===== src/common/bfs_cfg.svh =====
// Offsets, field positions, reset values and timing counts of the sequencer.
// Assumes a single 125 MHz clock; included by bare name.
`ifndef BFS_CFG_SVH
`define BFS_CFG_SVH

// ****************************************
// Timing
// ****************************************
`define BFS_CLK_NS 8
`define BFS_OVP_FILT_NS 5000
`define BFS_OVP_CYC ((`BFS_OVP_FILT_NS + `BFS_CLK_NS - 1) / `BFS_CLK_NS)
`define BFS_OVP_W 10
`define BFS_UVP_CYC 8
`define BFS_UVP_W 4
`define BFS_SWO_CYC 32
`define BFS_SWO_W 6
`define BFS_ENL_WIN_CYC 2'h2

// ****************************************
// Comparator flag positions
// ****************************************
`define BFS_NFLAG 16
`define BFS_F_FB_B90 0
`define BFS_F_FB_A92 1
`define BFS_F_FB_A120 2
`define BFS_F_FB_B75 3
`define BFS_F_BIAS_3V0 4
`define BFS_F_BIAS_2V4 5
`define BFS_F_EN_LOW 6
`define BFS_F_EN_HIGH 7
`define BFS_F_ENL_2V6 8
`define BFS_F_ENL_2V4 9
`define BFS_F_ENL_1V 10
`define BFS_F_ENL_0V4 11
`define BFS_F_LDO_90 12
`define BFS_F_LDO_0V75 13
`define BFS_F_NEAR_300 14
`define BFS_F_HS_PULSE 15

// ****************************************
// Registers
// ****************************************
`define BFS_REG_CTRL 4'h0
`define BFS_REG_STAT 4'h4
`define BFS_REG_FAULT 4'h8
`define BFS_CTRL_RST 8'h03
`define BFS_CTRL_SWO_EN 0
`define BFS_CTRL_LDO_HOLD 1

`endif


===== src/common/bfs_pkg.sv =====
// Types shared by the sequencer files.
// Assumes bfs_cfg.svh is on the include path.
`include "bfs_cfg.svh"
package bfs_pkg;

    typedef logic [`BFS_NFLAG-1:0] bfs_flags_t;

    typedef enum logic [1:0] {
        BFS_SW_OFF,
        BFS_SW_RUN,
        BFS_SW_FAULT
    } bfs_sw_e;

    typedef enum logic [1:0] {
        BFS_ILIM_65,
        BFS_ILIM_115,
        BFS_ILIM_200
    } bfs_ilim_e;

    typedef struct packed {
        bfs_flags_t s1;
        bfs_flags_t s2;
        logic cyc_d;
        logic bias_ok;
        logic poc;
        bfs_sw_e st;
        logic fault_ov;
        logic fault_uv;
        logic pg_hyst;
        logic pg;
        logic enl_uv_ok;
        logic drop_win;
        logic [1:0] drop_cnt;
        logic fast_drop;
        logic ldo_on;
        logic sw_wait;
        logic swover;
        bfs_ilim_e ilim;
        logic [7:0] ctrl;
        logic [7:0] rdata;
        logic sw_on;
        logic ls_hold;
        logic tristate;
        logic light_load_save;
    } bfs_state_s;

    typedef struct packed {
        logic [9:0] cnt;
        logic hit;
    } bfs_pers_s;

endpackage


===== src/bfs_persist.sv =====
// Persistence counter: hit rises once cond has held for COUNT steps.
// Assumes cond and step are synchronous to clock_i.
`timescale 1ns/100ps
module bfs_persist
    import bfs_pkg::*;
#(
    parameter int WIDTH = 10,
    parameter int COUNT = 8
) (
    input wire logic clock_i,
    input wire logic rst_n_i,
    input wire logic step_i,
    input wire logic cond_i,
    output logic hit_o
);

    bfs_pers_s r;
    bfs_pers_s next_r;
    logic [9:0] lim;

    assign lim = 10'(COUNT);

    // ****************************************
    // Count while the condition persists
    // ****************************************
    always_comb begin
        next_r = r;
        if (!cond_i) begin
            // Any gap restarts the count, so glitches never add up
            next_r.cnt = 10'h0;
        end else if (step_i && r.cnt != lim) begin
            next_r.cnt = r.cnt + 10'h1;
        end
        next_r.hit = cond_i && (next_r.cnt == lim);
    end

    always_ff @(posedge clock_i) begin
        if (!rst_n_i) begin
            r <= '0;
        end else begin
            r <= next_r;
        end
    end

    assign hit_o = r.hit;

endmodule // bfs_persist


===== src/bfs_seq.sv =====
// Fault, power-good, enable decode and LDO sequencing of a buck regulator.
// Assumes comparator flags and the on-time pulse arrive on clock_i.
//
// Summary of operation
// - Power good drops under 90% feedback, returns above 92%.
// - Power good is low while feedback is over +20%.
// - Power good is low while bias is present and enable is low.
// - Over-voltage monitor is armed as soon as the switcher is enabled.
// - Over-voltage latches low-side on, controller off until enable or bias cycles.
// - Over-voltage must persist 5 us before tripping.
// - Power good stays low while the fault latch is set.
// - Feedback under 75% for eight cycles shuts off and tri-states drives.
// - Switching inhibited and drives tri-stated until bias exceeds 3.0 V.
// - Bias crossing 3.0 V clears fault latch and soft-start, then starts.
// - Switcher shuts off when bias falls below 2.4 V.
// - LDO enable low: LDO off; above threshold: LDO on, switcher qualified.
// - Fast LDO enable fall below 1 V: LDO off, switcher keeps running.
// - LDO enable between 1 V and threshold: switcher off, LDO keeps its state.
// - Input undervolt threshold uses 2.6 V rising, 2.4 V falling.
// - Switcher may run with LDO off when LDO enable is logic low, after a fast enable fall, or after switch-over.
// - LDO starts on enable and input ok; current limit staged 65/115/200.
// - Switch-over waits 32 cycles from power-good rise with LDO regulating.
// - Within 300 mV after the wait: close bias switch, disable LDO.
// - Enable pin: low off, float forced continuous, high power save.
`timescale 1ns/100ps
`include "bfs_cfg.svh"
module bfs_seq
    import bfs_pkg::*;
(
    input wire logic clock_i,
    input wire logic rst_n_i,
    input wire logic [3:0] reg_addr_i,
    input wire logic [7:0] reg_wdata_i,
    input wire logic reg_wr_i,
    input wire logic reg_rd_i,
    output logic [7:0] reg_rdata_o,
    input wire logic [`BFS_NFLAG-1:0] cmp_flags_i,
    output logic switcher_on_o,
    output logic low_side_drive_o,
    output logic drive_tristate_o,
    output logic light_load_save_o,
    output logic power_good_flag_o,
    output logic power_good_out_o,
    output logic power_good_oe_o,
    output logic ldo_on_o,
    output logic switchover_close_o,
    output logic soft_start_clear_o,
    output logic [1:0] ldo_ilim_o
);

    bfs_state_s r;
    bfs_state_s next_r;
    bfs_flags_t f;
    logic cyc;
    logic en_on;
    logic vin_ok;
    logic ldo_hold;
    logic run_ok;
    logic fault_clr;
    logic ovp_cond;
    logic uvp_cond;
    logic ovp_hit;
    logic uvp_hit;
    logic swo_hit;

    // ****************************************
    // Filters
    // ****************************************
    assign f = r.s2;
    assign cyc = f[`BFS_F_HS_PULSE] && !r.cyc_d;
    assign en_on = !f[`BFS_F_EN_LOW];
    // Armed on enable, no soft-start blanking
    assign ovp_cond = f[`BFS_F_FB_A120] && en_on && r.bias_ok;
    assign uvp_cond = f[`BFS_F_FB_B75] && (r.st == BFS_SW_RUN);

    bfs_persist #(.WIDTH(`BFS_OVP_W), .COUNT(`BFS_OVP_CYC)) u_ovp (
        .clock_i(clock_i),
        .rst_n_i(rst_n_i),
        .step_i(1'b1),
        .cond_i(ovp_cond),
        .hit_o(ovp_hit)
    );

    bfs_persist #(.WIDTH(`BFS_UVP_W), .COUNT(`BFS_UVP_CYC)) u_uvp (
        .clock_i(clock_i),
        .rst_n_i(rst_n_i),
        .step_i(cyc),
        .cond_i(uvp_cond),
        .hit_o(uvp_hit)
    );

    bfs_persist #(.WIDTH(`BFS_SWO_W), .COUNT(`BFS_SWO_CYC)) u_swo (
        .clock_i(clock_i),
        .rst_n_i(rst_n_i),
        .step_i(cyc),
        .cond_i(r.sw_wait),
        .hit_o(swo_hit)
    );

    // ****************************************
    // Next state
    // ****************************************
    always_comb begin
        next_r = r;
        next_r.s1 = cmp_flags_i;
        next_r.s2 = r.s1;
        next_r.cyc_d = f[`BFS_F_HS_PULSE];

        // Bias lockout with 3.0 V / 2.4 V hysteresis
        if (f[`BFS_F_BIAS_3V0]) begin
            next_r.bias_ok = 1'b1;
        end else if (!f[`BFS_F_BIAS_2V4]) begin
            next_r.bias_ok = 1'b0;
        end
        next_r.poc = next_r.bias_ok && !r.bias_ok;

        // Input undervolt on the LDO enable pin
        if (f[`BFS_F_ENL_2V6]) begin
            next_r.enl_uv_ok = 1'b1;
        end else if (!f[`BFS_F_ENL_2V4]) begin
            next_r.enl_uv_ok = 1'b0;
        end

        // Two-cycle window after the enable falls through its threshold
        if (r.enl_uv_ok && !next_r.enl_uv_ok) begin
            next_r.drop_win = 1'b1;
            next_r.drop_cnt = 2'h0;
        end else if (r.drop_win && cyc) begin
            next_r.drop_cnt = r.drop_cnt + 2'h1;
            if (next_r.drop_cnt == `BFS_ENL_WIN_CYC) begin
                next_r.drop_win = 1'b0;
            end
        end
        if (next_r.enl_uv_ok) begin
            next_r.fast_drop = 1'b0;
        end
        // Set wins over the clear
        if (r.drop_win && !f[`BFS_F_ENL_1V]) begin
            next_r.fast_drop = 1'b1;
        end

        // LDO enable; a slow fall above 1 V leaves it on
        if (r.swover) begin
            next_r.ldo_on = 1'b0;
        end else if (!f[`BFS_F_ENL_1V]) begin
            next_r.ldo_on = 1'b0;
        end else if (next_r.enl_uv_ok) begin
            next_r.ldo_on = 1'b1;
        end

        // Staged start-up current limit
        if (!next_r.ldo_on) begin
            next_r.ilim = BFS_ILIM_65;
        end else if (f[`BFS_F_LDO_90]) begin
            next_r.ilim = BFS_ILIM_200;
        end else if (f[`BFS_F_LDO_0V75]) begin
            next_r.ilim = BFS_ILIM_115;
        end else begin
            next_r.ilim = BFS_ILIM_65;
        end

        // Switcher qualification from the input side
        // Logic-low enable runs the switcher without input lockout
        vin_ok = next_r.enl_uv_ok || !f[`BFS_F_ENL_0V4] ||
            next_r.fast_drop;
        // Optional guard so switching cannot overload a starting LDO
        ldo_hold = r.ctrl[`BFS_CTRL_LDO_HOLD] && next_r.ldo_on &&
            !f[`BFS_F_LDO_90];
        run_ok = next_r.bias_ok && en_on && vin_ok && !ldo_hold;

        // Shared fault latch; a trip in the clearing cycle is kept
        fault_clr = !en_on || next_r.poc;
        next_r.fault_ov = (r.fault_ov && !fault_clr) || ovp_hit;
        next_r.fault_uv = (r.fault_uv && !fault_clr) ||
            (uvp_hit && r.st == BFS_SW_RUN);

        unique case (r.st)
            BFS_SW_OFF: begin
                if (run_ok && !next_r.fault_ov && !next_r.fault_uv) begin
                    next_r.st = BFS_SW_RUN;
                end
            end
            BFS_SW_RUN: begin
                if (next_r.fault_ov || next_r.fault_uv) begin
                    next_r.st = BFS_SW_FAULT;
                end else if (!run_ok) begin
                    next_r.st = BFS_SW_OFF;
                end
            end
            BFS_SW_FAULT: begin
                if (!next_r.fault_ov && !next_r.fault_uv) begin
                    next_r.st = BFS_SW_OFF;
                end
            end
            default: begin
                next_r.st = BFS_SW_OFF;
            end
        endcase
        if (next_r.poc) begin
            // Power-on clear restarts soft-start from the off state
            next_r.st = BFS_SW_OFF;
        end

        // Power good with 90 % / 92 % hysteresis
        if (f[`BFS_F_FB_B90]) begin
            next_r.pg_hyst = 1'b0;
        end else if (f[`BFS_F_FB_A92]) begin
            next_r.pg_hyst = 1'b1;
        end
        next_r.pg = (r.st == BFS_SW_RUN) && r.pg_hyst && en_on &&
            !f[`BFS_F_FB_A120] &&
            !next_r.fault_ov && !next_r.fault_uv;

        // Switch-over wait from the power-good rise
        if (next_r.pg && !r.pg && r.ldo_on && f[`BFS_F_LDO_90]) begin
            next_r.sw_wait = 1'b1;
        end else if (swo_hit || !next_r.pg) begin
            next_r.sw_wait = 1'b0;
        end
        if (next_r.st != BFS_SW_RUN) begin
            next_r.swover = 1'b0;
        end else if (swo_hit && r.sw_wait && f[`BFS_F_NEAR_300] &&
                r.ctrl[`BFS_CTRL_SWO_EN]) begin
            next_r.swover = 1'b1;
        end
        if (next_r.swover) begin
            next_r.ldo_on = 1'b0;
            next_r.ilim = BFS_ILIM_65;
        end

        // Gate drive states
        next_r.sw_on = next_r.st == BFS_SW_RUN;
        next_r.ls_hold = next_r.fault_ov;
        next_r.tristate = !next_r.sw_on && !next_r.fault_ov;
        next_r.light_load_save = next_r.sw_on && f[`BFS_F_EN_HIGH];

        // Register port; read data only in the cycle after the strobe
        if (reg_wr_i && reg_addr_i == `BFS_REG_CTRL) begin
            next_r.ctrl = reg_wdata_i;
        end
        next_r.rdata = 8'h00;
        if (reg_rd_i) begin
            unique case (reg_addr_i)
                `BFS_REG_CTRL: next_r.rdata = r.ctrl;
                `BFS_REG_STAT: next_r.rdata = {r.ilim, r.enl_uv_ok,
                    r.bias_ok, r.swover, r.ldo_on, r.pg, r.sw_on};
                `BFS_REG_FAULT: next_r.rdata = {5'h00, r.fast_drop,
                    r.fault_uv, r.fault_ov};
                default: next_r.rdata = 8'h00;
            endcase
        end
    end

    // ****************************************
    // State register
    // ****************************************
    always_ff @(posedge clock_i) begin
        if (!rst_n_i) begin
            r <= '0;
            r.ctrl <= `BFS_CTRL_RST;
            r.tristate <= 1'b1;
        end else begin
            r <= next_r;
        end
    end

    assign reg_rdata_o = r.rdata;
    assign switcher_on_o = r.sw_on;
    assign low_side_drive_o = r.ls_hold;
    assign drive_tristate_o = r.tristate;
    assign light_load_save_o = r.light_load_save;
    assign power_good_flag_o = r.pg;
    // Open drain: pin only ever pulled low, released when good
    assign power_good_out_o = r.rdata[7] & 1'b0;
    assign power_good_oe_o = r.ls_hold | r.tristate | !r.pg;
    assign ldo_on_o = r.ldo_on;
    assign switchover_close_o = r.swover;
    assign soft_start_clear_o = r.poc;
    assign ldo_ilim_o = r.ilim;
endmodule // bfs_seq


===== config.mk =====
export PLATFORM = sky130hd
export DESIGN_NAME = bfs_seq
export DESIGN_NICKNAME = d
export VERILOG_FILES = /design/src/common/bfs_pkg.sv /design/src/bfs_persist.sv /design/src/bfs_seq.sv
export VERILOG_INCLUDE_DIRS = /design/src /design/src/common
export SDC_FILE = /design/constraint.sdc
export NUM_CORES = 1
export LEC_CHECK = 0
export BUFFER_PORTS_ARGS = -buffer_cell sky130_fd_sc_hd__buf_4
export CORE_MARGIN = 2
export CORE_UTILIZATION = 30
export DETAILED_ROUTE_END_ITERATION = 12
export HOLD_SLACK_MARGIN = 0.1
export PLACE_DENSITY = 0.44
export SLEW_MARGIN = 25
export SYNTH_ARGS = -nofsm -noshare
export SYNTH_HDL_FRONTEND = slang
export SYNTH_SLANG_ARGS = --single-unit

===== constraint.sdc =====
create_clock -name clock_i -period 2.5 [get_ports clock_i]
set_input_delay 0.5 -clock clock_i [delete_from_list [all_inputs] [get_ports clock_i]]
set_output_delay 0.5 -clock clock_i [all_outputs]
set_load 0.1 [all_outputs]

Yosys cells after proc, flatten, opt, wreduce, memory -nomap -nowiden:

Cells that the tools add are included.
Widths: inputs -> output; s select.

* bits in registers: 103
* bits in latches: 0
* memory bits (writable): 0
* bits in read-only memories: 0
* bits of input ports: 32
* output and inout port bits: 20
* word-level logic and storage cells: 154
* memories: 0

* $add $sub $neg: 4
* multipliers: 0
* div/mod/pow operators: 0
* $lt $le $gt $ge: 0
* eq/ne operators: 13
* shifts and indexed selects: 0
* muxes and demuxes: 31
* bitwise gates (word level): 4
* reduce and logical (&&, ||, !) cells: 72

Operator list (count)
* $mux 10: 6
* $logic_and 1x1->1: 38
* $add 10x1->10 const B: 3
* $pmux 8 s3: 1
* $logic_not 1->1: 15
* $mux 1: 15
* $mux 2: 6
* $eq 10x10->1 const B: 1
* $eq 10x4->1 const B: 1
* $eq 10x6->1 const B: 1
* $ne 10x10->1 const B: 1
* $ne 10x4->1 const B: 1
* $ne 10x6->1 const B: 1
* $logic_or 1x1->1: 7
* $mux 3: 2
* $pmux 2 s3: 1
* $reduce_bool 2->1: 3
* $reduce_or 2->1: 3
* $eq 2x1->1 const B: 2
* $eq 2x2->1 const B: 2
* $eq 4x3->1 const B: 1
* $eq 4x4->1 const B: 1
* $logic_not 4->1: 1
* $reduce_and 2->1: 2
* 7 further kinds: 9

Depth between registers and ports, before layout:

* word-level depth: 17
* gate-level depth with buffers: 7

By module:

From an unflattened synthesis, not the netlist that was laid out.

* cell total of the unflattened synthesis: 471
* area total of the unflattened synthesis: 4430.5 um^2

Modules (own cells, without submodules)
* bfs_seq: instances 1, cells each 245, area each 2482.4 um^2
* bfs_persist (u_uvp): instances 1, cells each 80, area each 695.7 um^2
* bfs_persist (u_swo): instances 1, cells each 75, area each 638.1 um^2
* bfs_persist (u_ovp): instances 1, cells each 71, area each 614.3 um^2

Worst setup path before layout:

OpenSTA, ideal clock, no wires.

* path kind: register to output
* from: register r (netlist bit power_good_flag_o)
* to: output port power_good_oe_o
* data arrival time: 1812 ps
* path slack: 188 ps
* stages on the path, launching flop included: 2
* buffers on the path: 0
* path through: dfxtp_1 -> nand2_1

* longest elaborated chain between the ends: 2

RTL lines
* from (decl): line bfs_seq.sv:51 `bfs_state_s r;`
* from (signal assigned): line bfs_seq.sv:263 `r <= next_r;`
* $logic_not 1->1: line bfs_seq.sv:275 `assign power_good_oe_o = r.ls_hold | r.tristate | !r.pg;`
* $or 1x1->1: line bfs_seq.sv:275
* to (decl): line bfs_seq.sv:44 `output logic power_good_oe_o,`

No other way between the ends.

Worst setup path in the final report:

* from: register u_uvp.r[6] (netlist name)
* to: register u_uvp.r (netlist bit u_uvp.hit_o)

* longest elaborated chain between the ends: 6

RTL lines
* from (decl): line bfs_persist.sv:17 `bfs_pers_s r;`
* from (signal assigned): line bfs_persist.sv:41 `r <= next_r;`
* branches (longest 2 deep; another with $add 10x1->10)
* $mux 10 (*): line bfs_persist.sv:31 `end else if (step_i && r.cnt != lim) begin`
* $mux 10 (*): line bfs_persist.sv:28 `if (!cond_i) begin`
* $eq 10x4->1 (*): line bfs_persist.sv:34 `next_r.hit = cond_i && (next_r.cnt == lim);`
* $logic_and 1x1->1 (*): line bfs_persist.sv:34

Mark *: on every way between the ends.
A chain may end at the register's enable or synchronous reset.

==> out/results.ini <==
[clock_network]
clock-sinks=103
cts_setup_buffers=0
cts_tree=done
cts_buffers=9
cts_hold_buffers=0
cts_resized=0
root_buffer=clkbuf_16
htree_levels=3
cts_buffer_depth=2
clock_latency_ns=0.34
clkTransAtPathRegs_ns=0.07

[logic_synthesis]
synth_adder_area_share_pct=2.12
synth.area.mux_share_pct=1.46
synth_xor_area_share_pct=5.10
yosys_warnings=0
syn_avg_cell_area_um2=9.14
synth_top_family_by_area=simple AND/OR/NAND/NOR gates
synth_ff_type=dfxtp_1
synthCells=451
synth_seq_cells=103
synth_cell_type_count=50
synth_compound_area_share_pct=10.2
syn-num-nets=490
synth_edf_count=0
yosysSeqAreaShare_pct=50.0
async_flop_share_pct=0
synthSimpleGateAreaFrac_pct=26.0
syn_area_um2=4120

[final_layout]
multi_input_area_um2=1860
fill_cells=1386
layout_commonest_cell=dfxtp_1
ff_latch_area_um2=2060
finalNetCount=532
drive_above_1_share_pct=15.9
final_area_um2=4910
antenna_cells=0
areaGrowthSynthToFinish_pct=19.1
instances_no_fill=674
layout_common_cells=dfxtp_1 (103), nor2_1 (58), buf_4 (56), and2_1 (39), nand2_1 (31)

[place]
place_congestion=0.792
place_hpwl_um=6440
io_buffers=50
placedCellCount=658
place_area_um2=4620
dp_slack_ns=0.660

[power_and_ir_drop]
ir_drop_mv=0.331
power.switching_mw=0.684
power_density_nw_per_um2=641
seqPwrFrac_pct=53.5
p_int_mw=2.47
p_leak_nw=1.82
netSwitchingFraction_pct=21.7
clkPwrFrac_pct=42.3
p_total_mw=3.15
power.share.combinational_pct=4.1

[global_route]
grt_util_met1_pct=16.4
grt_pass1_vias=3044
gr-total-overflow=0
use_met3_pct=3.67
grtUsageTotal_pct=12.8
grt-busiest-layer=met2
grt_max_degree=24
grtUsageMet2_pct=20.2
grt_pass1_wl_um=14600
antenna_found_initial=0

[detailed_routing]
firstDrtPassIters=4
wl_um=8760
wl_per_cell_um=13.0
vias_per_cell=4.63
drtIter0Drc=195
ant_nets=0
drc=0
vias=3123

[worst_setup_path]
arrival_ns=2.15
cp-end-kind=flip-flop
crit_family=compound AO/OA/AOI/OAI gates
path_max_fanout=8
required_ns=2.78
slowest_delay_ns=0.40
crit_chain=nor4_4 > nand3_1 > o21ai_0 > mux2i_1 > o2111a_1
critPathSlowestCell=dfxtp_1
start_kind=flip-flop
crit_buf_inv=0
criticalPathCategory=flip-flop to flip-flop

[timing]
timing.final.crit_share_pct=74.9
hold_violations=0
rsz0062_at_grt=no
period_needed_ns=1.87
clock_skew_ns=0.00521
drv_slew=0
setup_slack_ns=0.627
setup_viol=0
setup_tns_ns=0
max_freq_mhz=534

[floorplan]
die_h_um=121
fp.dieArea_um2=14700
core-area_um2=13300
io_pins=52
rows=42
initial_core_util_pct=30.9
die_w_um=121

[run_status]
status=completed

[hold_path]
hold_path.class=input port to flip-flop

[run]
max_cap_violations=0

-- power groups by stage --
stage / clock [mW] / sequential [mW] / combinational, mW
finish: 1.33 / 1.69 / 0.130
global route: 1.46 / 1.69 / 0.145
CTS: 1.39 / 1.69 / 0.133
detailed placement: 0 / 1.72 / 0.133
global placement: 0 / 1.72 / 0.131
floorplan: 0 / 1.72 / 0.0702
-- state kept, by name, indices dropped and copies added (netlist names), 2 cells and up --
name and count:
r 20, f 16, next_r 16, u_ovp.r 10, u_swo.r 10, u_uvp.r 10, reg_rdata_o 8, ldo_ilim_o 2
-- area by class of cell --
| cell class | count | share of cell area [%] |
|---|---|---|
| clock inverters | 4 | 0.611 |
| repair buffers | 56 | 8.56 |
| flip-flops and latches | 103 | 42.0 |
| inverters | 17 | 1.30 |
| clock buffers | 12 | 5.22 |
| well taps | 176 | 4.48 |
| multi-input cells | 306 | 37.8 |
-- per-layer routing --
layer / vias to the layer above / wire, um
li1: 1609 / -
met3: 10 / 411
met2: 60 / 3900
met1: 1444 / 4320
met4: 0 / 129
met5: - / 0
-- through the flow --
step	hold slack, ns	utilization, %
final	0.360	36.8
after global routing	0.348	36.8
after CTS	0.345	36.8
after detailed placement	0.392	34.6
after global placement	0.386	34.6
after floorplan	0.376	-
-- cell families (layout without fill, tap and decap cells) --
logic type,Yosys count,after routing
simple gates,204,204
xor+xnor,24,24
fa+ha+maj,7,7
other cells,1,1
mux,6,6
compound gates,64,64
buf+inv,42,89
flops,103,103
-- path summary, 6_finish.rpt --
check | depth (start not counted) | startpoint | endpoint | slack [ns]
worst max-delay path | 5 | u_uvp.r[6]$_SDFF_PN0_ | u_uvp.hit_o$_SDFF_PN0_ | 0.63
worst max register to register | 5 | u_uvp.r[6]$_SDFF_PN0_ | u_uvp.hit_o$_SDFF_PN0_ | 0.63
worst min register to register | 1 | f[0]$_SDFF_PN0_ | r[31]$_SDFFE_PP0P_ | 0.40
worst min-delay path | 2 | cmp_flags_i[12] | next_r[51]$_SDFF_PN0_ | 0.36
-- synthesized netlist by cell type (all sizes together), types with 6 or more instances --
master / n / area, um2
a21oi: 21 / 113
clkbuf: 8 / 30.0
nand2: 31 / 116
nor3: 6 / 30.0
dfxtp: 103 / 2060
and2: 39 / 244
o21ai: 13 / 65.1
xnor2: 12 / 105
nor2: 58 / 218
inv: 17 / 63.8
nand3: 24 / 120
nand4: 9 / 56.3
buf: 17 / 115
xor2: 12 / 105
a22oi: 7 / 52.6
mux2i: 6 / 60.1
nand2b: 6 / 37.5
ha: 7 / 87.6
Note: power is estimated with default switching activity, not from simulation.
